<file path="config.mk">
export PLATFORM = sky130hd
export DESIGN_NAME = ip_ach_next_protocol_compare
export DESIGN_NICKNAME = d
export VERILOG_FILES = /design/src/verilog/ip_ach_next_protocol_compare.v
export VERILOG_INCLUDE_DIRS = /design/src /design/src/verilog
export SDC_FILE = /design/constraint.sdc
export NUM_CORES = 2
export LEC_CHECK = 0
export ABC_AREA = 1
export BUFFER_PORTS_ARGS = -buffer_cell sky130_fd_sc_hd__buf_2
export CAP_MARGIN = 25
export CORE_ASPECT_RATIO = 0.75
export CORE_MARGIN = 4
export CORE_UTILIZATION = 45
export CTS_BUF_LIST = sky130_fd_sc_hd__clkbuf_4 sky130_fd_sc_hd__clkbuf_8 sky130_fd_sc_hd__clkbuf_16
export DETAILED_ROUTE_END_ITERATION = 8
export PLACE_DENSITY = 0.73
export SETUP_SLACK_MARGIN = 0.05
export SLEW_MARGIN = 20
export SYNTH_ARGS = -nofsm -noshare
export SYNTH_HDL_FRONTEND = slang
export SYNTH_SLANG_ARGS = --single-unit
</file>
<file path="constraint.sdc">
create_clock -name i_clk_sys -period 26.5 [get_ports i_clk_sys]
set_clock_uncertainty 0.15 [all_clocks]
set_input_delay 3.975 -clock i_clk_sys [delete_from_list [all_inputs] [get_ports i_clk_sys]]
set_output_delay 3.975 -clock i_clk_sys [all_outputs]
set_load 0.05 [all_outputs]
</file>
<file path="src/verilog/ip_ach_cmp_map.vh">
// register offsets, field positions, reset values and fixed codes of the ip/ach comparator
`ifndef IP_ACH_CMP_MAP_VH
`define IP_ACH_CMP_MAP_VH

// register byte offsets
`define REG_CTRL        8'h00
`define REG_FIRST       8'h04
`define REG_POSITION    8'h08
`define REG_SUM_LOC     8'h0C
`define REG_WIDE_BASE   8'h10
`define REG_WIDE_LAST   8'h3C
`define REG_STATUS      8'h40

// wide word indices (offset - base) / 4
`define WIDE_SECOND_VAL 4'h0
`define WIDE_SECOND_MSK 4'h2
`define WIDE_FLOW_VAL   4'h4
`define WIDE_FLOW_MSK   4'h8
`define WIDE_WORDS      12

// control word fields
`define CTRL_MODE_LSB   0
`define CTRL_NEXT_LSB   4
`define CTRL_FSEL_LSB   8
`define CTRL_ZERO_BIT   12
`define CTRL_FIX_BIT    13
`define CTRL_SLEN_LSB   16

// first match word fields
`define FIRST_VAL_LSB   0
`define FIRST_MSK_LSB   8
`define FIRST_POS_LSB   16

// position word fields
`define POS_SECOND_LSB  0
`define POS_FLOW_LSB    8
`define POS_HLEN_LSB    16

// reset values
`define RST_MODE        2'h0
`define RST_NEXT        3'h0
`define RST_FSEL        2'h0
`define RST_SLEN        2'h2
`define RST_HLEN        8'h00
`define RST_BYTE        8'h00
`define RST_POS5        5'h00
`define RST_POS7        7'h00
`define RST_WORD        32'h0000_0000

// comparator modes
`define MODE_IPV4       2'h0
`define MODE_IPV6       2'h1
`define MODE_OTHER32    2'h2
`define MODE_OTHER128   2'h3

// flow address select
`define FSEL_SRC        2'h0
`define FSEL_DST        2'h1
`define FSEL_EITHER     2'h2

// fixed header values
`define VER_IPV4        4'h4
`define VER_IPV6        4'h6
`define REL_VERSION     9'h000
`define REL_FLAGS       9'h006
`define REL_FRAG_LO     9'h007
`define FLOW_LEN_SHORT  9'h004
`define FLOW_LEN_LONG   9'h010

// axi responses
`define RESP_OKAY       2'h0
`define RESP_DECERR     2'h3

`endif

</file>
<file path="src/verilog/ip_ach_next_protocol_compare.v">
// ip/udp/ach next-protocol comparator stage with axi4-lite configuration registers
`include "ip_ach_cmp_map.vh"

module ip_ach_next_protocol_compare (
   // clock and reset
   input  wire        i_clk_sys,
   input  wire        i_reset,
   // axi4-lite write address
   input  wire [7:0]  i_awaddr,
   input  wire        i_awvalid,
   output reg         o_awready,
   // axi4-lite write data
   input  wire [31:0] i_wdata,
   input  wire [3:0]  i_wstrb,
   input  wire        i_wvalid,
   output reg         o_wready,
   // axi4-lite write response
   output reg  [1:0]  o_bresp,
   output reg         o_bvalid,
   input  wire        i_bready,
   // axi4-lite read address
   input  wire [7:0]  i_araddr,
   input  wire        i_arvalid,
   output reg         o_arready,
   // axi4-lite read data
   output reg  [31:0] o_rdata,
   output reg  [1:0]  o_rresp,
   output reg         o_rvalid,
   input  wire        i_rready,
   // frame byte stream from the preceding stage
   input  wire        i_frm_valid,
   input  wire [7:0]  i_frm_data,
   input  wire        i_frm_sof,
   input  wire        i_frm_eof,
   input  wire [7:0]  i_hdr_pos,
   input  wire        i_stage_sel,
   // result toward the following stage and the rewriter
   output reg         o_res_valid,
   output reg         o_proto_match,
   output reg         o_flow_match,
   output reg  [7:0]  o_next_hdr_pos,
   output reg  [2:0]  o_next_stage,
   output reg         o_sum_zero,
   output reg         o_sum_fixup,
   output reg  [7:0]  o_sum_loc,
   output reg  [1:0]  o_sum_len
);

   // configuration
   reg  [1:0]  mode_q;
   reg  [2:0]  next_stage_q;
   reg  [1:0]  fsel_q;
   reg         zero_en_q;
   reg         fixup_en_q;
   reg  [1:0]  sum_len_q;
   reg  [7:0]  first_val_q;
   reg  [7:0]  first_msk_q;
   reg  [4:0]  first_pos_q;
   reg  [6:0]  second_pos_q;
   reg  [4:0]  flow_pos_q;
   reg  [7:0]  hdr_len_q;
   reg  [7:0]  sum_loc_q;
   reg  [31:0] wide_q [0:`WIDE_WORDS-1];

   // axi write side
   reg         aw_have_q;
   reg         w_have_q;
   reg  [7:0]  awaddr_q;
   reg  [31:0] wdata_q;
   reg  [3:0]  wstrb_q;

   // frame tracking
   reg  [7:0]  cnt_q;
   reg  [7:0]  hdr_q;
   reg         act_q;
   reg         ver_bad_q;
   reg         frag_bad_q;
   reg         set1_bad_q;
   reg         set2_bad_q;
   reg         src_bad_q;
   reg         dst_bad_q;
   reg  [5:0]  status_q;

   wire [63:0]  second_val = {wide_q[`WIDE_SECOND_VAL], wide_q[`WIDE_SECOND_VAL + 4'h1]};
   wire [63:0]  second_msk = {wide_q[`WIDE_SECOND_MSK], wide_q[`WIDE_SECOND_MSK + 4'h1]};
   wire [127:0] flow_val   = {wide_q[`WIDE_FLOW_VAL], wide_q[`WIDE_FLOW_VAL + 4'h1],
                              wide_q[`WIDE_FLOW_VAL + 4'h2], wide_q[`WIDE_FLOW_VAL + 4'h3]};
   wire [127:0] flow_msk   = {wide_q[`WIDE_FLOW_MSK], wide_q[`WIDE_FLOW_MSK + 4'h1],
                              wide_q[`WIDE_FLOW_MSK + 4'h2], wide_q[`WIDE_FLOW_MSK + 4'h3]};

   // ---------------- axi4-lite write ----------------
   wire        wr_fire  = aw_have_q && w_have_q && !o_bvalid;
   wire        wr_wide  = (awaddr_q >= `REG_WIDE_BASE) && (awaddr_q <= `REG_WIDE_LAST);
   wire [3:0]  wr_index = awaddr_q[5:2] - 4'h4;
   wire        wr_known = wr_wide || (awaddr_q == `REG_CTRL) || (awaddr_q == `REG_FIRST) ||
                          (awaddr_q == `REG_POSITION) || (awaddr_q == `REG_SUM_LOC) ||
                          (awaddr_q == `REG_STATUS);
   wire [31:0] wr_bmask = {{8{wstrb_q[3]}}, {8{wstrb_q[2]}}, {8{wstrb_q[1]}}, {8{wstrb_q[0]}}};

   // control words as seen with byte strobes merged
   wire [31:0] ctrl_now  = {14'h0000, sum_len_q, 2'h0, fixup_en_q, zero_en_q, 2'h0, fsel_q,
                            1'b0, next_stage_q, 2'h0, mode_q};
   wire [31:0] first_now = {11'h000, first_pos_q, first_msk_q, first_val_q};
   wire [31:0] pos_now   = {8'h00, hdr_len_q, 3'h0, flow_pos_q, 1'b0, second_pos_q};
   wire [31:0] ctrl_new  = (ctrl_now & ~wr_bmask) | (wdata_q & wr_bmask);
   wire [31:0] first_new = (first_now & ~wr_bmask) | (wdata_q & wr_bmask);
   wire [31:0] pos_new   = (pos_now & ~wr_bmask) | (wdata_q & wr_bmask);

   always @(posedge i_clk_sys or posedge i_reset) begin
      if (i_reset) begin
         o_awready <= 1'b0;
         o_wready  <= 1'b0;
         o_bvalid  <= 1'b0;
         o_bresp   <= `RESP_OKAY;
         aw_have_q <= 1'b0;
         w_have_q  <= 1'b0;
         awaddr_q  <= 8'h00;
         wdata_q   <= `RST_WORD;
         wstrb_q   <= 4'h0;
      end else begin
         // address and data are taken in either order and held until both are here
         if (o_awready && i_awvalid) begin
            aw_have_q <= 1'b1;
            awaddr_q  <= i_awaddr;
         end else if (wr_fire) begin
            aw_have_q <= 1'b0;
         end
         if (o_wready && i_wvalid) begin
            w_have_q <= 1'b1;
            wdata_q  <= i_wdata;
            wstrb_q  <= i_wstrb;
         end else if (wr_fire) begin
            w_have_q <= 1'b0;
         end
         o_awready <= !aw_have_q && !(o_awready && i_awvalid);
         o_wready  <= !w_have_q && !(o_wready && i_wvalid);
         if (wr_fire) begin
            o_bvalid <= 1'b1;
            o_bresp  <= wr_known ? `RESP_OKAY : `RESP_DECERR;
         end else if (o_bvalid && i_bready) begin
            o_bvalid <= 1'b0;
         end
      end
   end

   always @(posedge i_clk_sys or posedge i_reset) begin
      if (i_reset) begin
         mode_q       <= `RST_MODE;
         next_stage_q <= `RST_NEXT;
         fsel_q       <= `RST_FSEL;
         zero_en_q    <= 1'b0;
         fixup_en_q   <= 1'b0;
         sum_len_q    <= `RST_SLEN;
         first_val_q  <= `RST_BYTE;
         first_msk_q  <= `RST_BYTE;
         first_pos_q  <= `RST_POS5;
         second_pos_q <= `RST_POS7;
         flow_pos_q   <= `RST_POS5;
         hdr_len_q    <= `RST_HLEN;
         sum_loc_q    <= `RST_BYTE;
      end else if (wr_fire) begin
         if (awaddr_q == `REG_CTRL) begin
            mode_q       <= ctrl_new[`CTRL_MODE_LSB +: 2];
            next_stage_q <= ctrl_new[`CTRL_NEXT_LSB +: 3];
            fsel_q       <= ctrl_new[`CTRL_FSEL_LSB +: 2];
            zero_en_q    <= ctrl_new[`CTRL_ZERO_BIT];
            fixup_en_q   <= ctrl_new[`CTRL_FIX_BIT];
            sum_len_q    <= ctrl_new[`CTRL_SLEN_LSB +: 2];
         end
         if (awaddr_q == `REG_FIRST) begin
            first_val_q <= first_new[`FIRST_VAL_LSB +: 8];
            first_msk_q <= first_new[`FIRST_MSK_LSB +: 8];
            first_pos_q <= first_new[`FIRST_POS_LSB +: 5];
         end
         if (awaddr_q == `REG_POSITION) begin
            second_pos_q <= pos_new[`POS_SECOND_LSB +: 7];
            flow_pos_q   <= pos_new[`POS_FLOW_LSB +: 5];
            hdr_len_q    <= pos_new[`POS_HLEN_LSB +: 8];
         end
         if (awaddr_q == `REG_SUM_LOC) begin
            sum_loc_q <= (sum_loc_q & ~wr_bmask[7:0]) | (wdata_q[7:0] & wr_bmask[7:0]);
         end
      end
   end

   // wide match and mask words, one flop group per word
   genvar gi;
   generate
      for (gi = 0; gi < `WIDE_WORDS; gi = gi + 1) begin : g_wide
         always @(posedge i_clk_sys or posedge i_reset) begin
            if (i_reset) begin
               wide_q[gi] <= `RST_WORD;
            end else if (wr_fire && wr_wide && (wr_index == gi)) begin
               wide_q[gi] <= (wide_q[gi] & ~wr_bmask) | (wdata_q & wr_bmask);
            end
         end
      end
   endgenerate

   // ---------------- axi4-lite read ----------------
   reg  [31:0] rd_word;
   reg         rd_known;
   wire [3:0]  rd_index = i_araddr[5:2] - 4'h4;

   always @* begin
      rd_word  = `RST_WORD;
      rd_known = 1'b1;
      if ((i_araddr >= `REG_WIDE_BASE) && (i_araddr <= `REG_WIDE_LAST) &&
          (i_araddr[1:0] == 2'h0)) begin
         rd_word = wide_q[rd_index];
      end else begin
         case (i_araddr)
            `REG_CTRL:     rd_word = ctrl_now;
            `REG_FIRST:    rd_word = first_now;
            `REG_POSITION: rd_word = pos_now;
            `REG_SUM_LOC:  rd_word = {24'h000000, sum_loc_q};
            `REG_STATUS:   rd_word = {26'h0000000, status_q};
            default:       rd_known = 1'b0;
         endcase
      end
   end

   always @(posedge i_clk_sys or posedge i_reset) begin
      if (i_reset) begin
         o_arready <= 1'b0;
         o_rvalid  <= 1'b0;
         o_rdata   <= `RST_WORD;
         o_rresp   <= `RESP_OKAY;
      end else begin
         if (o_arready && i_arvalid) begin
            o_arready <= 1'b0;
            o_rvalid  <= 1'b1;
            o_rdata   <= rd_word;
            o_rresp   <= rd_known ? `RESP_OKAY : `RESP_DECERR;
         end else if (o_rvalid) begin
            if (i_rready) begin
               o_rvalid <= 1'b0;
            end
         end else begin
            o_arready <= 1'b1;
         end
      end
   end

   // ---------------- header comparison ----------------
   wire [7:0] pos_now_b = i_frm_sof ? 8'h00 : cnt_q;
   wire [7:0] hdr_now   = i_frm_sof ? i_hdr_pos : hdr_q;
   wire       act_now   = i_frm_sof ? i_stage_sel : act_q;
   wire       in_hdr    = pos_now_b >= hdr_now;
   wire [8:0] rel       = {1'b0, pos_now_b} - {1'b0, hdr_now};
   wire       short_fld = (mode_q == `MODE_IPV4) || (mode_q == `MODE_OTHER32);
   wire [8:0] flow_len  = short_fld ? `FLOW_LEN_SHORT : `FLOW_LEN_LONG;
   wire [8:0] k2        = rel - {2'h0, second_pos_q};
   wire [8:0] ks        = rel - {4'h0, flow_pos_q};
   wire [8:0] kd        = ks - flow_len;
   wire       take      = i_frm_valid && in_hdr;

   wire [7:0] v2 = second_val[8 * (7 - k2[2:0]) +: 8];
   wire [7:0] m2 = second_msk[8 * (7 - k2[2:0]) +: 8];
   wire [7:0] vs = flow_val[8 * (15 - ks[3:0]) +: 8];
   wire [7:0] ms = flow_msk[8 * (15 - ks[3:0]) +: 8];
   wire [7:0] vd = flow_val[8 * (15 - kd[3:0]) +: 8];
   wire [7:0] md = flow_msk[8 * (15 - kd[3:0]) +: 8];

   wire ver_hit  = take && (rel == `REL_VERSION);
   wire ver_cur  = ver_hit && (((mode_q == `MODE_IPV4) && (i_frm_data[7:4] != `VER_IPV4)) ||
                   ((mode_q == `MODE_IPV6) && (i_frm_data[7:4] != `VER_IPV6)));
   wire frag_cur = take && (mode_q == `MODE_IPV4) &&
                   (((rel == `REL_FLAGS) && (i_frm_data[5:0] != 6'h00)) ||
                   ((rel == `REL_FRAG_LO) && (i_frm_data != 8'h00)));
   wire set1_cur = take && (rel == {4'h0, first_pos_q}) &&
                   (((i_frm_data ^ first_val_q) & first_msk_q) != 8'h00);
   wire set2_cur = take && (k2 < 9'h008) && (((i_frm_data ^ v2) & m2) != 8'h00);
   wire src_cur  = take && (ks < flow_len) && (((i_frm_data ^ vs) & ms) != 8'h00);
   wire dst_cur  = take && (kd < flow_len) && (((i_frm_data ^ vd) & md) != 8'h00);

   wire ver_bad  = (i_frm_sof ? 1'b0 : ver_bad_q) | ver_cur;
   wire frag_bad = (i_frm_sof ? 1'b0 : frag_bad_q) | frag_cur;
   wire set1_bad = (i_frm_sof ? 1'b0 : set1_bad_q) | set1_cur;
   wire set2_bad = (i_frm_sof ? 1'b0 : set2_bad_q) | set2_cur;
   wire src_bad  = (i_frm_sof ? 1'b0 : src_bad_q) | src_cur;
   wire dst_bad  = (i_frm_sof ? 1'b0 : dst_bad_q) | dst_cur;

   wire proto_ok = act_now && !ver_bad && !frag_bad && !set1_bad && !set2_bad;
   reg  flow_ok;
   always @* begin
      flow_ok = 1'b0;
      if (!short_fld || (mode_q == `MODE_IPV4)) begin
         if ((mode_q == `MODE_IPV4) || (mode_q == `MODE_IPV6)) begin
            case (fsel_q)
               `FSEL_SRC:    flow_ok = !src_bad;
               `FSEL_DST:    flow_ok = !dst_bad;
               `FSEL_EITHER: flow_ok = !src_bad || !dst_bad;
               default:      flow_ok = 1'b0;
            endcase
         end else begin
            flow_ok = !src_bad;
         end
      end else begin
         flow_ok = !src_bad;
      end
   end

   always @(posedge i_clk_sys or posedge i_reset) begin
      if (i_reset) begin
         cnt_q      <= 8'h00;
         hdr_q      <= 8'h00;
         act_q      <= 1'b0;
         ver_bad_q  <= 1'b0;
         frag_bad_q <= 1'b0;
         set1_bad_q <= 1'b0;
         set2_bad_q <= 1'b0;
         src_bad_q  <= 1'b0;
         dst_bad_q  <= 1'b0;
      end else if (i_frm_valid) begin
         // byte counter saturates so long frames never wrap into the header again
         cnt_q      <= (pos_now_b == 8'hFF) ? 8'hFF : pos_now_b + 8'h01;
         hdr_q      <= hdr_now;
         act_q      <= act_now;
         ver_bad_q  <= ver_bad;
         frag_bad_q <= frag_bad;
         set1_bad_q <= set1_bad;
         set2_bad_q <= set2_bad;
         src_bad_q  <= src_bad;
         dst_bad_q  <= dst_bad;
      end
   end

   wire done = i_frm_valid && i_frm_eof;

   always @(posedge i_clk_sys or posedge i_reset) begin
      if (i_reset) begin
         o_res_valid    <= 1'b0;
         o_proto_match  <= 1'b0;
         o_flow_match   <= 1'b0;
         o_next_hdr_pos <= 8'h00;
         o_next_stage   <= 3'h0;
         o_sum_zero     <= 1'b0;
         o_sum_fixup    <= 1'b0;
         o_sum_loc      <= 8'h00;
         o_sum_len      <= 2'h0;
         status_q       <= 6'h00;
      end else begin
         o_res_valid <= done && act_now;
         if (done && act_now) begin
            o_proto_match  <= proto_ok;
            o_flow_match   <= proto_ok && flow_ok;
            o_next_hdr_pos <= proto_ok ? hdr_now + hdr_len_q : 8'h00;
            o_next_stage   <= proto_ok ? next_stage_q : 3'h0;
            o_sum_zero     <= proto_ok && zero_en_q;
            o_sum_fixup    <= proto_ok && fixup_en_q;
            o_sum_loc      <= (proto_ok && (mode_q == `MODE_IPV4)) ? sum_loc_q : 8'h00;
            o_sum_len      <= (proto_ok && (zero_en_q || fixup_en_q)) ? sum_len_q : 2'h0;
            status_q       <= {proto_ok && flow_ok, proto_ok, set2_bad, set1_bad, frag_bad,
                               ver_bad};
         end
      end
   end

endmodule

</file>
==> impl_metrics.csv <==
group,metric,value,unit
final_layout,area_growth,10.7,%
placement,place_inst,5182,
worst_setup_path,criticalPathCategory,"in -> reg",
min_path,min_path_cells,1,
worst_setup_path,cp.arrival,10.16,ns
yosys,synthTopCellsByArea,"dfrtp_1, nand2_1, o21ai_0",
global_route,grt_usage,0.352,
worst_setup_path,rrSetupSlack,20.49,ns
power,switching_power,1.83,mW
placement,port_buffers,145,
floorplan,die_w,314,um
clock_network,clk_pin_slew,0.06,ns
route,vias_per_cell,6.02,
yosys,synth_most_common_cell,"nand2_1",
yosys,synth_edf_count,0,
route,drt_iter0_drc,5658,
min_path,hold_class,"reg -> reg",
worst_setup_path,crit_required,26.92,ns
final_layout,multiInputGateArea,0.0145,mm^2
route,vias,31900,
route,routed_wl,134,mm
yosys,synth_top_area_share,0.461,
floorplan,num_rows,83,
floorplan,die_h,237,um
final_layout,nets,4430,
floorplan,ios,146,
floorplan,start_util,0.458,
power,comb_power_share,0.449,
placement,pre_cts_ws,16.21,ns
worst_setup_path,crit_path_end_kind,"flip-flop",
final_layout,final_area,0.0349,mm^2
yosys,ys_seq_area_frac,0.462,
worst_setup_path,timing.rr.end,"o_flow_match",
yosys,synth_top_area_cell,"dfrtp_1",
sta,setup_viol,0,
power,p_total,3.82,mW
min_path,whs_endpoint,"o_awready",
sta,max_freq,103,MHz
route,dr.pass1.iters,9,
sta,final_max_slew_viol_count,0,
flow_run,max-cap-violations,0,
power,switching_share,0.479,
sta,period_share,0.368,
power,power.density,110,mW/mm^2
yosys,ys_async_sr_fraction,1.00,
worst_setup_path,max_stage_delay,0.82,ns
floorplan,die-area,0.0744,mm^2
worst_setup_path,slowest_stage,"xor2_4",
placement,dpl-instance-area,0.0327,mm^2
power,clkPwrFrac,0.234,
sta,rsz0062_at_grt,"false",
clock_network,clock_latency,0.68,ns
power,peakVddDrop,63.1,uV
global_route,grt_start_max_net_pins,123,
yosys,yosys_warnings,0,
clock_network,htreeDepth,2,
final_layout,final-seq-area,0.0146,mm^2
placement,hpwlAfterDp,96.9,mm
global_route,first_global_vias,28400,
yosys,syn_area,0.0315,mm^2
min_path,hold_start,"aw_have_q",
yosys,synth_nets,4436,
floorplan,core,0.0689,mm^2
global_route,antenna_found_initial,2,
sta,period_minus_slack,9.75,ns
clock_network,cts_buffers,59,
clock_network,ctsHoldBuffers,0,
final_layout,filler_cell_count,6811,
clock_network,ctsResizeCount,0,
worst_setup_path,cpMostUsedCell,"nand2_1",
worst_setup_path,cp_max_fo,31,
yosys,syn_avg_cell_area,7.30,um^2
worst_setup_path,rr_worst_depth,21,
global_route,grt_overflow,0,
yosys,syn_inst,4318,
yosys,synth-seq-cells,582,
worst_setup_path,cp_cell_sequence,"buf_2 > inv_1 > or2_2 > o21ai_0 > inv_1 > fa_1 > xnor2_1 > ha_1 > xor2_4 > ha_1 > ha_1 > inv_1 > nand3_1 > nand2_1 > nand2_1 > nand3_1 > nand2_1 > nor2_1 > nand2_1 > nand3_1 > nand3_1 > nand2_1 > nand2_1 > nand2_1",
status,outcome,"finished, final reports clean",
power,pwr-share-seq,0.317,
clock_network,cts.sinks,582,
power,p_leak,16.2,nW
sta,slew-limit-headroom,0.283,
route,drc,0,
sta,fin_tns_setup,0,ns
route,wl_per_cell,25.3,um
clock_network,clock_path_buffers,3,
placement,place.gp.congestion,1.02,
worst_setup_path,startpoint_type,"input port",
sta,worst_slack,16.75,ns
clock_network,cts_tree,"built",
worst_setup_path,rr_startpoint,"hdr_q[1]",
power,intPower,1.99,mW
final_layout,diodes,0,
global_route,grt_pass1_wl,194,mm
sta,tightestPinTransition,1.08,ns
yosys,synth_ff_type,"dfrtp_1",
clock_network,post_cts_buffers,0,
sta,finalHoldViolations,0,
yosys,ys_types,51,
final_layout,final_layout_size_suffix_gt1_frac,0.0761,
final_layout,final-instance-count-excl-fill,5297,
clock_network,cts_root_buffer,"clkbuf_16",
yosys,synth_common_cells,"nand2_1, o21ai_0, dfrtp_1",
route,ant_nets,0,
[logic make-up (layout without fill, tap and decap cells)]
| group | count (synthesis) | after routing | synth area share |
|---|---|---|---|
| muxes | 1 | 1 | 0.000318 |
| adders and majority gates | 39 | 39 | 0.0164 |
| AOI/OAI and AO/OA | 1006 | 1006 | 0.176 |
| buffers and inverters | 633 | 677 | 0.0779 |
| DFF | 582 | 582 | 0.462 |
| xor gates and xnor gates | 25 | 25 | 0.00719 |
| and+or+nand+nor | 2032 | 2032 | 0.260 |
[worst max-delay path, delay by kind of cell]
family,cells,cell delay [ns]
AOI/OAI and AO/OA,1,0.16
and+or+nand+nor,13,1.52
adders and majority gates,4,1.91
buffers and inverters,4,1.33
xor gates and xnor gates,2,1.23
[placed cells by master, fill, tap and decap left out, types with 4 or more instances in the layout]
master,netlist,final
a31oi_1,6,6
xnor2_1,9,9
o211ai_1,22,22
a21oi_1,77,77
o221ai_1,9,9
buf_4,3,40
o21ai_1,29,29
nor2_1,149,147
nand3_1,357,357
clkinvlp_4,0,5
clkbuf_16,0,61
nand3b_1,4,4
inv_1,370,365
clkinv_2,0,15
clkbuf_8,0,9
nand2_1,1482,1480
a22o_1,9,9
inv_2,5,7
o2bb2ai_1,11,11
nor3_1,15,15
ha_1,35,34
clkbuf_4,0,14
a22oi_1,57,57
or2_2,8,8
o311ai_0,5,4
bufinv_16,0,5
a221oi_1,7,7
xor2_1,15,14
o21ai_0,683,683
o2111ai_1,4,4
dfrtp_1,581,581
buf_2,43,145
o22ai_1,72,72
nand4_1,12,12
[layer usage]
| layer | up-vias | part of all wire | global-route usage |
|---|---|---|---|
| li1 | 14100 | - | - |
| met1 | 15100 | 0.43 | 0.541 |
| met2 | 2379 | 0.37 | 0.448 |
| met3 | 244 | 0.17 | 0.147 |
| met4 | 0 | 0.030 | 0.0932 |
| met5 | - | 0 | 0.00126 |
[power groups by stage]
stage          Combinational (mW)  Sequential [mW]  Clock [mW]
2_1_floorplan                1.04             1.21           0
3_3_place_gp                 1.61             1.21           0
3_5_place_dp                 1.62             1.21           0
4_1_cts                      1.62             1.20       0.898
5_1_grt                      1.84             1.23       0.937
6_report                     1.72             1.21       0.895
[per-stage QoR]
stage,util,hold slack [ns]
floorplan,-,0.253
global route,0.507,0.295
global placement,0.475,0.266
finish,0.507,0.275
CTS,0.505,0.275
detailed placement,0.475,0.264
[final cells by class]
class,instances,share of cell area
inverter,376,0.0407
tap,935,0.0335
sequential,582,0.418
clock buffer,84,0.0503
clock inverter,27,0.00854
timing repair buffer,190,0.0325
multi-input combinational,3103,0.417
[worst max-delay path by stage]
| stage | start | endpoint | slack (ns) | cells after the start |
|---|---|---|---|---|
| 2_1_floorplan | i_reset | asynchronous set/reset pin | 6.09 | 1 |
| 6_report | i_frm_sof | o_flow_match | 16.75 | 24 |
| 3_5_place_dp | i_frm_sof | o_flow_match | 16.21 | 24 |
| 4_1_cts | i_frm_sof | o_flow_match | 16.89 | 24 |
| 5_1_grt | i_frm_sof | o_flow_match | 16.45 | 23 |
| 3_3_place_gp | i_frm_sof | o_flow_match | 16.23 | 24 |
Power figures use the tool's default switching activity.
